**src/core/i2cte_cfg.svh**
```systemverilog
// Notes on behaviour
// First byte bits 7..1 compared to own address; bit 0 gives direction.
// Only 7-bit addressing; ten-bit address format is not recognised.
// Own address resets to zero; software should change it from general call.
// Leading write bytes fill command buffer; event when full or write ends.
// Command length zero disables command capture; length resets to zero.
// Data buffer gets bytes after command prefix, or all bytes without capture.
// Write-data event when data buffer full or write ends; length resets 128.
// Hold time zero, the reset value, keeps target on bus after writes.
// Positive hold time detaches target that many milliseconds after write data.
// Halt hold value detaches and halts until a new start command.
// Stretched operation gets at least the time limit before abandonment; resets 30000.
// Pull-up enable switches internal pull-ups on data and clock lines.
// Command or data event stays pending until software drains every byte.
// After a master read, read-done event reports bytes sent.
// Detached or halted target ignores its address; attached acks only own.
// Read addressing raises read-request event; clock stretched until byte supplied.
`ifndef I2CTE_CFG_SVH
`define I2CTE_CFG_SVH
`define I2CTE_A_CTRL     8'h00
`define I2CTE_A_ADDR     8'h04
`define I2CTE_A_CMDLEN   8'h08
`define I2CTE_A_DATLEN   8'h0C
`define I2CTE_A_HOLD     8'h10
`define I2CTE_A_TMO      8'h14
`define I2CTE_A_STAT     8'h18
`define I2CTE_A_MASK     8'h1C
`define I2CTE_A_RXD      8'h20
`define I2CTE_A_TXD      8'h24
`define I2CTE_A_INFO     8'h28
`define I2CTE_CTRL_START 0
`define I2CTE_CTRL_STOP  1
`define I2CTE_CTRL_PULL  2
`define I2CTE_EV_CMD     0
`define I2CTE_EV_DAT     1
`define I2CTE_EV_RRQ     2
`define I2CTE_EV_RDN     3
`define I2CTE_EV_TMO     4
`define I2CTE_RST_ADDR   7'h00
`define I2CTE_RST_CMDLEN 8'h00
`define I2CTE_RST_DATLEN 8'h80
`define I2CTE_RST_HOLD   16'h0000
`define I2CTE_HOLD_HALT  16'hFFFF
`define I2CTE_RST_TMO    16'h7530
`define I2CTE_NBITS      4'h8
`define I2CTE_MS_NS      1000000
`define I2CTE_CLK_NS     4
`define I2CTE_RESP_OK    2'h0
`define I2CTE_RESP_ERR   2'h2
`endif

```
**src/core/i2cte_pkg.sv**
```systemverilog
package i2cte_pkg;
	typedef enum logic [2:0] {
		ST_IDLE = 3'h0,
		ST_ADDR = 3'h1,
		ST_AACK = 3'h3,
		ST_WDAT = 3'h2,
		ST_WACK = 3'h6,
		ST_RLD  = 3'h7,
		ST_RDAT = 3'h5,
		ST_RACK = 3'h4
	} i2cte_state_t;
endpackage : i2cte_pkg

```
**src/core/i2cte_top.sv**
```systemverilog
// The implementer's own choices: the AXI4-Lite interface to the registers and the address map.
`timescale 1ns/10ps
`include "i2cte_cfg.svh"
module i2cte_top #(
	parameter int CYC_PER_MS = `I2CTE_MS_NS / `I2CTE_CLK_NS
) (
	input  wire logic        CLOCK_I,
	input  wire logic        RST_I,
	input  wire logic [7:0]  AWADDR_I,
	input  wire logic        AWVALID_I,
	output wire logic        AWREADY_O,
	input  wire logic [31:0] WDATA_I,
	input  wire logic [3:0]  WSTRB_I,
	input  wire logic        WVALID_I,
	output wire logic        WREADY_O,
	output wire logic [1:0]  BRESP_O,
	output wire logic        BVALID_O,
	input  wire logic        BREADY_I,
	input  wire logic [7:0]  ARADDR_I,
	input  wire logic        ARVALID_I,
	output wire logic        ARREADY_O,
	output wire logic [31:0] RDATA_O,
	output wire logic [1:0]  RRESP_O,
	output wire logic        RVALID_O,
	input  wire logic        RREADY_I,
	input  wire logic        SCL_I,
	output wire logic        SCL_O,
	output wire logic        SCL_OE_N_O,
	input  wire logic        SDA_I,
	output wire logic        SDA_O,
	output wire logic        SDA_OE_N_O,
	output wire logic        PULLUP_EN_O,
	output wire logic        IRQ_O
);
	function automatic logic reg_hit(input logic [7:0] a);
		return a inside {`I2CTE_A_CTRL, `I2CTE_A_ADDR, `I2CTE_A_CMDLEN, `I2CTE_A_DATLEN,
			`I2CTE_A_HOLD, `I2CTE_A_TMO, `I2CTE_A_STAT, `I2CTE_A_MASK, `I2CTE_A_RXD,
			`I2CTE_A_TXD, `I2CTE_A_INFO};
	endfunction : reg_hit

	function automatic logic [31:0] wmerge(input logic [31:0] o, input logic [31:0] n,
		input logic [3:0] s);
		logic [31:0] r;
		r = o;
		for (int i = 0; i < 4; i++) begin
			if (s[i])
				r[i*8 +: 8] = n[i*8 +: 8];
		end
		return r;
	endfunction : wmerge

	i2cte_pkg::i2cte_state_t st_q;
	logic [2:0]  scl_sy_q, sda_sy_q;
	logic        scl_q, sda_q, scl_p_q, sda_p_q;
	logic [7:0]  sh_q;
	logic [3:0]  bit_q;
	logic        sda_drv_q, scl_hold_q, rw_q, writing_q, reading_q;
	logic [7:0]  tx_q, tx_cnt_q, rd_done_cnt_q;
	logic        tx_full_q;
	logic [7:0]  buf_q [0:127];
	logic [7:0]  wr_cnt_q, ev_cnt_q, rd_ptr_q;
	logic        cmd_pend_q, dat_pend_q, phase_cmd_q;
	logic [6:0]  own_addr_q;
	logic [7:0]  cmd_len_q, dat_len_q;
	logic [15:0] hold_q, tmo_q, away_ms_q;
	logic [16:0] tmo_ms_q;
	logic        pull_q, attached_q, halted_q, away_q;
	logic [4:0]  stat_q, mask_q;
	logic [31:0] cyc_q;
	logic [7:0]  aw_q;
	logic [31:0] w_q;
	logic [3:0]  ws_q;
	logic        aw_v_q, w_v_q, bvalid_q, rvalid_q;
	logic [1:0]  bresp_q, rresp_q;
	logic [31:0] rdata_q, rd_val, wm;

	logic scl_rise, scl_fall, start, stop, abort, xfer_end, ms_tick, on_bus, pend_any;
	logic push, take, addr_ok, stall, fill, endw, raise, rrq, rdn;
	logic do_wr, ar_hs, rd_stat, rd_rx;
	logic [7:0] cnt_nx;

	// a change counts only once the second and third stages agree
	always_ff @(posedge CLOCK_I or posedge RST_I) begin
		if (RST_I) begin
			scl_sy_q <= 3'h7;
			sda_sy_q <= 3'h7;
			scl_q    <= 1'b1;
			sda_q    <= 1'b1;
			scl_p_q  <= 1'b1;
			sda_p_q  <= 1'b1;
		end else begin
			scl_sy_q <= {scl_sy_q[1:0], SCL_I};
			sda_sy_q <= {sda_sy_q[1:0], SDA_I};
			if (scl_sy_q[1] == scl_sy_q[2])
				scl_q <= scl_sy_q[2];
			if (sda_sy_q[1] == sda_sy_q[2])
				sda_q <= sda_sy_q[2];
			scl_p_q <= scl_q;
			sda_p_q <= sda_q;
		end
	end

	assign scl_rise = scl_q & ~scl_p_q;
	assign scl_fall = ~scl_q & scl_p_q;
	assign start    = scl_q & scl_p_q & ~sda_q & sda_p_q;
	assign stop     = scl_q & scl_p_q & sda_q & ~sda_p_q;
	assign xfer_end = start | stop | abort;
	assign on_bus   = attached_q & ~away_q;
	assign pend_any = cmd_pend_q | dat_pend_q;

	// 7-bit compare only; ten-bit headers simply miss
	assign addr_ok = st_q == i2cte_pkg::ST_ADDR && bit_q == `I2CTE_NBITS && !scl_q && on_bus
		&& sh_q[7:1] == own_addr_q;
	assign push  = st_q == i2cte_pkg::ST_WDAT && bit_q == `I2CTE_NBITS && !scl_q && !pend_any;
	assign take  = st_q == i2cte_pkg::ST_RLD && tx_full_q && !scl_q;
	// kept one cycle past the data change, so the line settles before the clock rises
	assign stall = !scl_q && ((st_q == i2cte_pkg::ST_WDAT && bit_q == `I2CTE_NBITS)
		|| st_q == i2cte_pkg::ST_RLD);
	assign rrq   = st_q == i2cte_pkg::ST_AACK && scl_fall && rw_q && !xfer_end;
	assign rdn   = xfer_end && reading_q;

	always_ff @(posedge CLOCK_I or posedge RST_I) begin
		if (RST_I) begin
			st_q      <= i2cte_pkg::ST_IDLE;
			sh_q      <= 8'h00;
			bit_q     <= 4'h0;
			sda_drv_q <= 1'b0;
			rw_q      <= 1'b0;
			writing_q <= 1'b0;
			reading_q <= 1'b0;
			tx_cnt_q  <= 8'h00;
		end else if (xfer_end) begin
			st_q      <= start ? i2cte_pkg::ST_ADDR : i2cte_pkg::ST_IDLE;
			bit_q     <= 4'h0;
			sda_drv_q <= 1'b0;
			writing_q <= 1'b0;
			reading_q <= 1'b0;
		end else begin
			unique case (st_q)
				i2cte_pkg::ST_IDLE: begin
				end
				i2cte_pkg::ST_ADDR: begin
					if (scl_rise && bit_q != `I2CTE_NBITS) begin
						sh_q  <= {sh_q[6:0], sda_q};
						bit_q <= bit_q + 4'h1;
					end else if (bit_q == `I2CTE_NBITS && !scl_q) begin
						if (addr_ok) begin
							st_q      <= i2cte_pkg::ST_AACK;
							sda_drv_q <= 1'b1;
							rw_q      <= sh_q[0];
							writing_q <= ~sh_q[0];
							reading_q <= sh_q[0];
							tx_cnt_q  <= 8'h00;
						end else begin
							st_q <= i2cte_pkg::ST_IDLE;
						end
					end
				end
				i2cte_pkg::ST_WDAT: begin
					if (scl_rise && bit_q != `I2CTE_NBITS) begin
						sh_q  <= {sh_q[6:0], sda_q};
						bit_q <= bit_q + 4'h1;
					end else if (push) begin
						st_q      <= i2cte_pkg::ST_WACK;
						sda_drv_q <= 1'b1;
					end
				end
				i2cte_pkg::ST_AACK, i2cte_pkg::ST_WACK: begin
					if (scl_fall) begin
						sda_drv_q <= 1'b0;
						bit_q     <= 4'h0;
						st_q      <= (st_q == i2cte_pkg::ST_AACK && rw_q) ?
							i2cte_pkg::ST_RLD : i2cte_pkg::ST_WDAT;
					end
				end
				i2cte_pkg::ST_RLD: begin
					if (take) begin
						sda_drv_q <= ~tx_q[7];
						sh_q      <= {tx_q[6:0], 1'b0};
						bit_q     <= 4'h1;
						tx_cnt_q  <= tx_cnt_q + 8'h01;
						st_q      <= i2cte_pkg::ST_RDAT;
					end
				end
				i2cte_pkg::ST_RDAT: begin
					if (scl_fall) begin
						if (bit_q == `I2CTE_NBITS) begin
							sda_drv_q <= 1'b0;
							st_q      <= i2cte_pkg::ST_RACK;
						end else begin
							sda_drv_q <= ~sh_q[7];
							sh_q      <= {sh_q[6:0], 1'b0};
							bit_q     <= bit_q + 4'h1;
						end
					end
				end
				i2cte_pkg::ST_RACK: begin
					if (scl_rise && sda_q)
						st_q <= i2cte_pkg::ST_IDLE;
					else if (scl_fall)
						st_q <= i2cte_pkg::ST_RLD;
				end
			endcase
		end
	end

	// one buffer serves both phases; a pending event stalls the next byte
	assign cnt_nx = wr_cnt_q + 8'h01;
	assign fill   = push && cnt_nx == (phase_cmd_q ? cmd_len_q : dat_len_q);
	assign endw   = !push && xfer_end && writing_q && wr_cnt_q != 8'h00;
	assign raise  = fill | endw;

	always_ff @(posedge CLOCK_I or posedge RST_I) begin
		if (RST_I) begin
			wr_cnt_q    <= 8'h00;
			ev_cnt_q    <= 8'h00;
			rd_ptr_q    <= 8'h00;
			cmd_pend_q  <= 1'b0;
			dat_pend_q  <= 1'b0;
			phase_cmd_q <= 1'b0;
		end else begin
			if (rd_rx && pend_any) begin
				rd_ptr_q <= rd_ptr_q + 8'h01;
				if (rd_ptr_q + 8'h01 == ev_cnt_q) begin
					cmd_pend_q <= 1'b0;
					dat_pend_q <= 1'b0;
				end
			end
			if (addr_ok && !sh_q[0]) begin
				phase_cmd_q <= cmd_len_q != `I2CTE_RST_CMDLEN;
				wr_cnt_q    <= 8'h00;
			end else if (raise) begin
				cmd_pend_q  <= phase_cmd_q;
				dat_pend_q  <= ~phase_cmd_q;
				ev_cnt_q    <= fill ? cnt_nx : wr_cnt_q;
				rd_ptr_q    <= 8'h00;
				wr_cnt_q    <= 8'h00;
				phase_cmd_q <= 1'b0;
			end else if (push) begin
				wr_cnt_q <= cnt_nx;
			end
		end
	end

	always_ff @(posedge CLOCK_I) begin
		if (push)
			buf_q[wr_cnt_q[6:0]] <= sh_q;
	end

	always_ff @(posedge CLOCK_I or posedge RST_I) begin
		if (RST_I) begin
			cyc_q   <= 32'h0;
			ms_tick <= 1'b0;
		end else begin
			ms_tick <= cyc_q == 32'(CYC_PER_MS - 1);
			cyc_q   <= (cyc_q == 32'(CYC_PER_MS - 1)) ? 32'h0 : cyc_q + 32'h1;
		end
	end

	// strictly greater, so a partial first millisecond never shortens the limit
	assign abort = scl_hold_q && tmo_q != 16'h0 && tmo_ms_q > {1'b0, tmo_q};

	always_ff @(posedge CLOCK_I or posedge RST_I) begin
		if (RST_I) begin
			scl_hold_q <= 1'b0;
			tmo_ms_q   <= 17'h0;
		end else begin
			scl_hold_q <= stall & ~abort;
			if (!scl_hold_q)
				tmo_ms_q <= 17'h0;
			else if (ms_tick)
				tmo_ms_q <= tmo_ms_q + 17'h1;
		end
	end

	assign do_wr = aw_v_q & w_v_q & ~bvalid_q;
	assign ar_hs = ARVALID_I & ~rvalid_q;
	assign rd_stat = ar_hs && ARADDR_I == `I2CTE_A_STAT;
	assign rd_rx   = ar_hs && ARADDR_I == `I2CTE_A_RXD;

	always_comb begin
		wm = 32'h0;
		unique case (aw_q)
			`I2CTE_A_ADDR:   wm = wmerge({25'h0, own_addr_q}, w_q, ws_q);
			`I2CTE_A_CMDLEN: wm = wmerge({24'h0, cmd_len_q}, w_q, ws_q);
			`I2CTE_A_DATLEN: wm = wmerge({24'h0, dat_len_q}, w_q, ws_q);
			`I2CTE_A_HOLD:   wm = wmerge({16'h0, hold_q}, w_q, ws_q);
			`I2CTE_A_TMO:    wm = wmerge({16'h0, tmo_q}, w_q, ws_q);
			`I2CTE_A_MASK:   wm = wmerge({27'h0, mask_q}, w_q, ws_q);
			default:         wm = wmerge(32'h0, w_q, ws_q);
		endcase
	end

	always_ff @(posedge CLOCK_I or posedge RST_I) begin
		if (RST_I) begin
			own_addr_q <= `I2CTE_RST_ADDR;
			cmd_len_q  <= `I2CTE_RST_CMDLEN;
			dat_len_q  <= `I2CTE_RST_DATLEN;
			hold_q     <= `I2CTE_RST_HOLD;
			tmo_q      <= `I2CTE_RST_TMO;
			mask_q     <= 5'h0;
			pull_q     <= 1'b0;
		end else if (do_wr) begin
			unique case (aw_q)
				`I2CTE_A_CTRL:   pull_q <= ws_q[0] ? w_q[`I2CTE_CTRL_PULL] : pull_q;
				`I2CTE_A_ADDR:   own_addr_q <= wm[6:0];
				`I2CTE_A_CMDLEN: cmd_len_q <= wm[7:0];
				`I2CTE_A_DATLEN: dat_len_q <= wm[7:0];
				`I2CTE_A_HOLD:   hold_q <= wm[15:0];
				`I2CTE_A_TMO:    tmo_q <= wm[15:0];
				`I2CTE_A_MASK:   mask_q <= wm[4:0];
				default: begin
				end
			endcase
		end
	end

	always_ff @(posedge CLOCK_I or posedge RST_I) begin
		if (RST_I) begin
			attached_q <= 1'b0;
			halted_q   <= 1'b0;
			away_q     <= 1'b0;
			away_ms_q  <= 16'h0;
		end else if (do_wr && aw_q == `I2CTE_A_CTRL && ws_q[0] && w_q[`I2CTE_CTRL_START]) begin
			attached_q <= 1'b1;
			halted_q   <= 1'b0;
			away_q     <= 1'b0;
		end else if (do_wr && aw_q == `I2CTE_A_CTRL && ws_q[0] && w_q[`I2CTE_CTRL_STOP]) begin
			attached_q <= 1'b0;
		end else if (xfer_end && writing_q && hold_q != `I2CTE_RST_HOLD) begin
			if (hold_q == `I2CTE_HOLD_HALT) begin
				attached_q <= 1'b0;
				halted_q   <= 1'b1;
			end else begin
				away_q    <= 1'b1;
				away_ms_q <= hold_q;
			end
		end else if (away_q && ms_tick) begin
			// one tick beyond the count, so a partial first millisecond never shortens it
			if (away_ms_q == 16'h0)
				away_q <= 1'b0;
			else
				away_ms_q <= away_ms_q - 16'h1;
		end
	end

	// a new event outranks the clear-on-read of the same cycle
	always_ff @(posedge CLOCK_I or posedge RST_I) begin
		if (RST_I) begin
			stat_q        <= 5'h0;
			rd_done_cnt_q <= 8'h00;
			tx_q          <= 8'h00;
			tx_full_q     <= 1'b0;
		end else begin
			stat_q <= (rd_stat ? 5'h0 : stat_q) | {abort, rdn, rrq, raise & ~phase_cmd_q,
				raise & phase_cmd_q};
			if (rdn)
				rd_done_cnt_q <= tx_cnt_q;
			if (do_wr && aw_q == `I2CTE_A_TXD && ws_q[0]) begin
				tx_q      <= w_q[7:0];
				tx_full_q <= 1'b1;
			end else if (take) begin
				tx_full_q <= 1'b0;
			end
		end
	end

	always_comb begin
		rd_val = 32'h0;
		unique case (ARADDR_I)
			`I2CTE_A_CTRL:   rd_val[`I2CTE_CTRL_PULL] = pull_q;
			`I2CTE_A_ADDR:   rd_val[6:0] = own_addr_q;
			`I2CTE_A_CMDLEN: rd_val[7:0] = cmd_len_q;
			`I2CTE_A_DATLEN: rd_val[7:0] = dat_len_q;
			`I2CTE_A_HOLD:   rd_val[15:0] = hold_q;
			`I2CTE_A_TMO:    rd_val[15:0] = tmo_q;
			`I2CTE_A_STAT:   rd_val[4:0] = stat_q;
			`I2CTE_A_MASK:   rd_val[4:0] = mask_q;
			`I2CTE_A_RXD:    rd_val[7:0] = pend_any ? buf_q[rd_ptr_q[6:0]] : 8'h00;
			`I2CTE_A_INFO:   rd_val[19:0] = {halted_q, on_bus, dat_pend_q, cmd_pend_q,
				rd_done_cnt_q, ev_cnt_q};
			default:         rd_val = 32'h0;
		endcase
	end

	always_ff @(posedge CLOCK_I or posedge RST_I) begin
		if (RST_I) begin
			aw_q     <= 8'h00;
			w_q      <= 32'h0;
			ws_q     <= 4'h0;
			aw_v_q   <= 1'b0;
			w_v_q    <= 1'b0;
			bvalid_q <= 1'b0;
			bresp_q  <= `I2CTE_RESP_OK;
			rvalid_q <= 1'b0;
			rresp_q  <= `I2CTE_RESP_OK;
			rdata_q  <= 32'h0;
		end else begin
			if (AWVALID_I && !aw_v_q) begin
				aw_q   <= AWADDR_I;
				aw_v_q <= 1'b1;
			end else if (do_wr) begin
				aw_v_q <= 1'b0;
			end
			if (WVALID_I && !w_v_q) begin
				w_q   <= WDATA_I;
				ws_q  <= WSTRB_I;
				w_v_q <= 1'b1;
			end else if (do_wr) begin
				w_v_q <= 1'b0;
			end
			if (do_wr) begin
				bvalid_q <= 1'b1;
				bresp_q  <= reg_hit(aw_q) ? `I2CTE_RESP_OK : `I2CTE_RESP_ERR;
			end else if (BREADY_I) begin
				bvalid_q <= 1'b0;
			end
			if (ar_hs) begin
				rvalid_q <= 1'b1;
				rdata_q  <= rd_val;
				rresp_q  <= reg_hit(ARADDR_I) ? `I2CTE_RESP_OK : `I2CTE_RESP_ERR;
			end else if (RREADY_I) begin
				rvalid_q <= 1'b0;
			end
		end
	end

	assign AWREADY_O   = ~aw_v_q;
	assign WREADY_O    = ~w_v_q;
	assign BVALID_O    = bvalid_q;
	assign BRESP_O     = bresp_q;
	assign ARREADY_O   = ~rvalid_q;
	assign RVALID_O    = rvalid_q;
	assign RDATA_O     = rdata_q;
	assign RRESP_O     = rresp_q;
	assign SDA_O       = 1'b0;
	assign SDA_OE_N_O  = ~sda_drv_q;
	assign SCL_O       = 1'b0;
	assign SCL_OE_N_O  = ~scl_hold_q;
	assign PULLUP_EN_O = pull_q;
	assign IRQ_O       = |(stat_q & mask_q);
endmodule : i2cte_top

```
**config.mk**
```make
export PLATFORM = sky130hd
export DESIGN_NAME = i2cte_top
export DESIGN_NICKNAME = d
export VERILOG_FILES = /design/src/core/i2cte_pkg.sv /design/src/core/i2cte_top.sv
export VERILOG_INCLUDE_DIRS = /design/src /design/src/core
export SDC_FILE = /design/constraint.sdc
export NUM_CORES = 2
export LEC_CHECK = 0
export BUFFER_PORTS_ARGS = -buffer_cell sky130_fd_sc_hd__buf_2
export CAP_MARGIN = 5
export CORE_MARGIN = 4
export CORE_UTILIZATION = 63
export DETAILED_ROUTE_END_ITERATION = 16
export PLACE_DENSITY = 0.84
export SYNTH_ARGS = -nofsm -noshare
export SYNTH_HDL_FRONTEND = slang
export SYNTH_SLANG_ARGS = --single-unit
```
**constraint.sdc**
```tcl
create_clock -name CLOCK_I -period 10.5 [get_ports CLOCK_I]
set_clock_uncertainty 0.15 [all_clocks]
set_input_delay 2.1 -clock CLOCK_I [delete_from_list [all_inputs] [get_ports CLOCK_I]]
set_output_delay 2.1 -clock CLOCK_I [all_outputs]
set_load 0.01 [all_outputs]
```
# == Word-level counts from Yosys, hierarchy flattened ==
# Memories as Yosys holds them, arrays and structs flattened.
# Cells that the tools add are included.
# op_classes
n_addsub,7
n_lt_le_gt_ge,1
eq_ne,61
mux,124
bitwise_logic,41
reduce_logical,100
# op_table
cell,count
$mux W8,26
$pmux W16 S5,1
$eq A8 B5 Y1 const B,8
$mux W16,4
$mux W1,56
$eq A8 B6 Y1 const B,6
$pmux W8 S3,2
$logic_and A1 B1 Y1,39
$mux W3,12
$pmux W2 S9,2
$mux W17,2
$add A32 B1 Y32 const B,1
$eq A32 B18 Y1 const B,1
$eq A8 B4 Y1 const B,4
$mux W32,1
$reduce_bool A16 Y1,2
$ne A3 B3 Y1 const B,10
$mux W4,7
$reduce_bool A2 Y1,13
$add A8 B1 Y8 const B,3
$reduce_bool A11 Y1,2
$not A1 Y1,21
$ne A2 B2 Y1 const B,9
$pmux W3 S6,1
other kinds (47),101
# word_totals
regBits,289
ram_bits,1024
inputBits,61
output_inout_bits,47
wordCells,384
mem_count,1
# mem_list
memory,depth,word_bits,read_ports,rd_ports_with_merged_regs,wr,line,rtl
buf_q,128,8,1,0,1,i2cte_top.sv:60,logic [7:0] buf_q [0:127];

# == Depth between registers and ports, before layout ==
# depth
depth_word,11
depth_mapped,12
mapped_depth_nobuf,9

# == Worst setup path after synthesis ==
# No wires, ideal clock.
# synth_timing
kind,in2reg
start,input ARADDR_I[3]
end,"register rdata_q[2], in the netlist RDATA_O[2]"
setup_ns,0.095
arrival_time_ns,3.692
required_time_ns,10.255
setup_slack_ns,6.563
path_stages,7
n_path_buf,1
path_cell_list,nor3_2 > nand2b_1 > or4_1 > buf_2 > nor4_1 > o211ai_1 > o31ai_1
# synth_via
elab_chain_len,2
word_cells_on_any_way,11
classes_between,eq/ne: 9; mux: 1; reduce/logical: 1
# synth_rtl
element,line,rtl
start: declaration,i2cte_top.sv:19,"input wire logic [7:0] ARADDR_I,"
$eq A8 B6 Y1 (tied with other cells),i2cte_top.sv:370,unique case (ARADDR_I)
$pmux W1 S10 (*),i2cte_top.sv:370,
end signal: assignment,i2cte_top.sv:420,rdata_q <= rd_val;
end: declaration,i2cte_top.sv:75,"logic [31:0] rdata_q, rd_val, wm;"
# Every way passes the cells marked *; elsewhere a longest branch is shown, timed or not.
# A chain may end at the register's enable or synchronous reset.

# == Worst setup path after layout ==
# layout_timing
start,register rd_ptr_q[1]
end,"register rdata_q[0], in the netlist RDATA_O[0]"
# layout_via
elab_chain_len,3
# layout_rtl
element,line,rtl
start: declaration,i2cte_top.sv:61,"logic [7:0] wr_cnt_q, ev_cnt_q, rd_ptr_q;"
start signal: assignment,i2cte_top.sv:223,rd_ptr_q <= rd_ptr_q + 8'h01;
$mem_v2 Z128 W8,n/a,
$mux W8,i2cte_top.sv:379,`I2CTE_A_RXD: rd_val[7:0] = pend_any ? buf_q[rd_ptr_q[6:0]] : 8'h00;
$pmux W2 S9,i2cte_top.sv:370,
# No other way between the ends.

==> out/results.tsv <==
stage	metric	value	unit
status	outcome	finished, final reports clean	
floorplan	ports placed on the boundary	108	
timing	setup TNS after final layout	0	ns
layout	ratio of cells with drive above 1 in the final layout	18.7	%
critical_path	Most common cell on crit path	buf_4	
critical_path	CP Launch Point	rd_ptr_q[1]$_DFF_PP0_	
floorplan	number of rows in the core area	107	
logic_synthesis	Seq/Total Area, Yosys	69.0	%
logic_synthesis	most instantiated flip-flop cell in the synthesis netlist	edfxtp_1	
routing	vias	32300	
timing	Setup Viol. Count Final	0	
logic_synthesis	synth unique cells	98	
clocking	# hold bufs at CTS	0	
timing	max_slew headroom	14.1	%
logic_synthesis	Yosys warning count	0	
layout	relative area change from synthesis to final layout	8.79	%
placed_design	detailed placement HPWL	82.2	mm
clocking	number of setup buffers added after CTS	0	
critical_path	critical path capture point type	register	
critical_path	worst path buffer plus inverter count	3	
timing	RSZ-0062 raised after global routing	no	
logic_synthesis	fraction of synthesis flops using an asynchronous set or reset pin	20.8	%
timing	fin crit period	4.90	ns
critical_path	class of the most critical setup path	reg2reg	
routing	Avg WL per Cell	29.4	microns
routing	Routed Antenna Nets	0	
critical_path	setup slack of the worst register-to-register path	5.60	ns
floorplan	die width	302	microns
grt	pin count of the biggest net entering global routing	126	
placed_design	routability-driven placement congestion ratio	0.947	
timing	achievable frequency	204	MHz
floorplan	die span in y	302	microns
logic_synthesis	number of storage elements in the synthesis netlist	1293	
routing	number of optimization iterations in the first detailed-route pass	9	
grt	Overall Global Routing Usage	30.5	%
timing	crit share post-route	46.7	%
critical_path	slowest stage cell on the critical path	a222oi_1	
critical_path	critical path required time	10.94	ns
pwr	Worst IR Drop VDD	0.157	mV
critical_path	launch instance of the worst register-to-register path	rd_ptr_q[1]$_DFF_PP0_	
floorplan	starting density of the core	63.6	%
pwr	static leakage	0.0195	uW
critical_path	highest net fanout along the worst path	53	
clocking	Clk pin slew, worst setup/hold paths	0.06	ns
logic_synthesis	EDFF count, synth	1024	
layout	commonest cells after routing, fill and taps aside	edfxtp_1 (1024), nor2_1 (254), dfrtp_1 (239)	
timing	Final Hold Violating Endpoints	0	
clocking	clk root buf	clkbuf_16	
clocking	Sink Count	1293	
layout	# nets final	3503	
logic_synthesis	mean area per synthesized cell	16.2	sq um
critical_path	Crit path largest cell delay	0.85	ns
routing	drt total wl	137	mm
layout	most common library cell in the layout ignoring fill and taps	edfxtp_1	
timing	measured slew at the worst slew-check pin	1.29	ns
clocking	clock insertion delay at the later pin of the skew report	0.69	ns
clocking	CTS Buffer Depth	3	
clocking	H-tree depth	3	
grt	total grt overflow	0	
routing	detailed router's first-iteration violation count	4686	
pwr	power density of the placed cells	197	mW/mm^2
grt	global-route wire length before repair	206	mm
critical_path	critical path launch point type	register	
critical_path	Worst path top cell family by delay	compound AO/OA/AOI/OAI gates	
floorplan	placeable core region	0.0854	sq mm
routing	DRC viols	0	
logic_synthesis	Post-Syn Instances	3358	
run	Max Cap Viol	0	
critical_path	cell chain of the critical path	buf_4, buf_4, nand2_2, buf_4, o221ai_1, o22ai_1, a222oi_1, o21ai_1, o31ai_1	
layout	number of antenna cells inserted	0	
critical_path	arrival time of the worst setup path	5.34	ns
floorplan	area enclosed by the die boundary	0.0910	sq mm
clocking	number of gates given a new drive strength after cts	0	
worst_hold_path	origin of the worst min-delay path	scl_sy_q[0]$_DFF_PP1_	
routing	Via density	6.94	
logic_synthesis	netlist area before placement	0.0544	sq mm
clocking	CTS tree	built	
grt	number of antenna violations at the first check in global routing	0	
clocking	TritonCTS buffer count	119	
worst_hold_path	Hold/Removal Path Class	reg2reg	
grt	vias in the first global route	32300	
placed_design	port buffer count	73	
timing	final-report max-slew violation count	0	
timing	worst hold margin	0.208	ns
final timing paths:
path	endpoint	cells after the start
worst max register to register	RDATA_O[0]$_DFFE_PP0P_	9
worst max-delay path	RDATA_O[0]$_DFFE_PP0P_	9
worst min register to register	scl_sy_q[1]$_DFF_PP1_	0
worst min-delay path	scl_sy_q[1]$_DFF_PP1_	0
min in group asynchronous	cyc_q[24]$_DFF_PP0_	2
max in group asynchronous	RDATA_O[15]$_DFFE_PP0P_	3
sequential cells by signal, summed over array words and instances, names as in the netlist, 16 cells and up:
register	cells
RDATA_O	20
w_q	16
tmo_q	16
tmo_ms_q	17
away_ms_q	16
buf_q	1024
hold_q	16
cyc_q	32
routing by layer:
metal	up-vias	track usage (%)	share of wire [%]	routed length, microns
li1	13300	-	-	-
met3	519	6.95	12	16500
met4	0	13.9	5.5	7540
met1	16200	41.7	35	48400
met2	2318	47.6	47	64500
met5	-	0	0	0
worst register-to-register path: cells and delay by family (launching register included):
kind	cells	cell delay, ns
AOI/OAI and AO/OA	5	1.92
buffers and inverters	3	1.84
DFF	1	0.76
and+or+nand+nor	1	0.15
synthesized netlist by cell type, types with 56 or more instances:
cell type | number | share of area (%)
edfxtp_1 | 1024 | 57
nor2_1 | 254 | 1.8
dfrtp_1 | 251 | 12
nand2_1 | 206 | 1.4
mux4_2 | 202 | 8.4
mux2i_1 | 141 | 2.6
o21ai_0 | 108 | 0.99
clkbuf_1 | 94 | 0.65
mux2_2 | 84 | 1.7
a21oi_1 | 76 | 0.70
nand3_1 | 57 | 0.52
xnor2_1 | 56 | 0.90
stage by stage:
step / area (sq um) / std cells / util, % / worst slack (ns) / total power, uW
2_1_floorplan: 54400 / 3373 / - / 0.869 / 7100
3_3_place_gp: 55400 / 4440 / 64.9 / 5.56 / 7500
3_5_place_dp: 55400 / 4440 / 64.9 / 5.57 / 7570
4_1_cts: 59100 / 4654 / 69.2 / 5.83 / 11600
5_1_grt: 59100 / 4654 / 69.2 / 5.55 / 12000
6_report: 59100 / 4654 / 69.2 / 5.60 / 11700
area by class of cell:
type	instances	area, sq um
Clock buffer	154	3200
Clock inverter	60	489
Fill cell	5199	26300
Inverter	50	195
Multi-Input combinational cell	1834	15600
Sequential cell	1293	37500
Tap cell	1144	1430
Timing Repair Buffer	119	711
power breakdown:
part           internal, uW  switching (uW)
Clock                  2290            1870
Combinational           256             694
Sequential             6170             379
cell families after synthesis:
group           after synthesis  synth area share, %
compound gates              479                 6.13
other cells                   1              0.00690
buf+inv                     246                 2.52
flops                      1293                 69.0
mux                         446                 13.4
simple gates                773                 6.82
fa+ha+maj                    27                0.612
xor+xnor                     93                 1.50
Note: power is estimated with default switching activity, not from simulation.
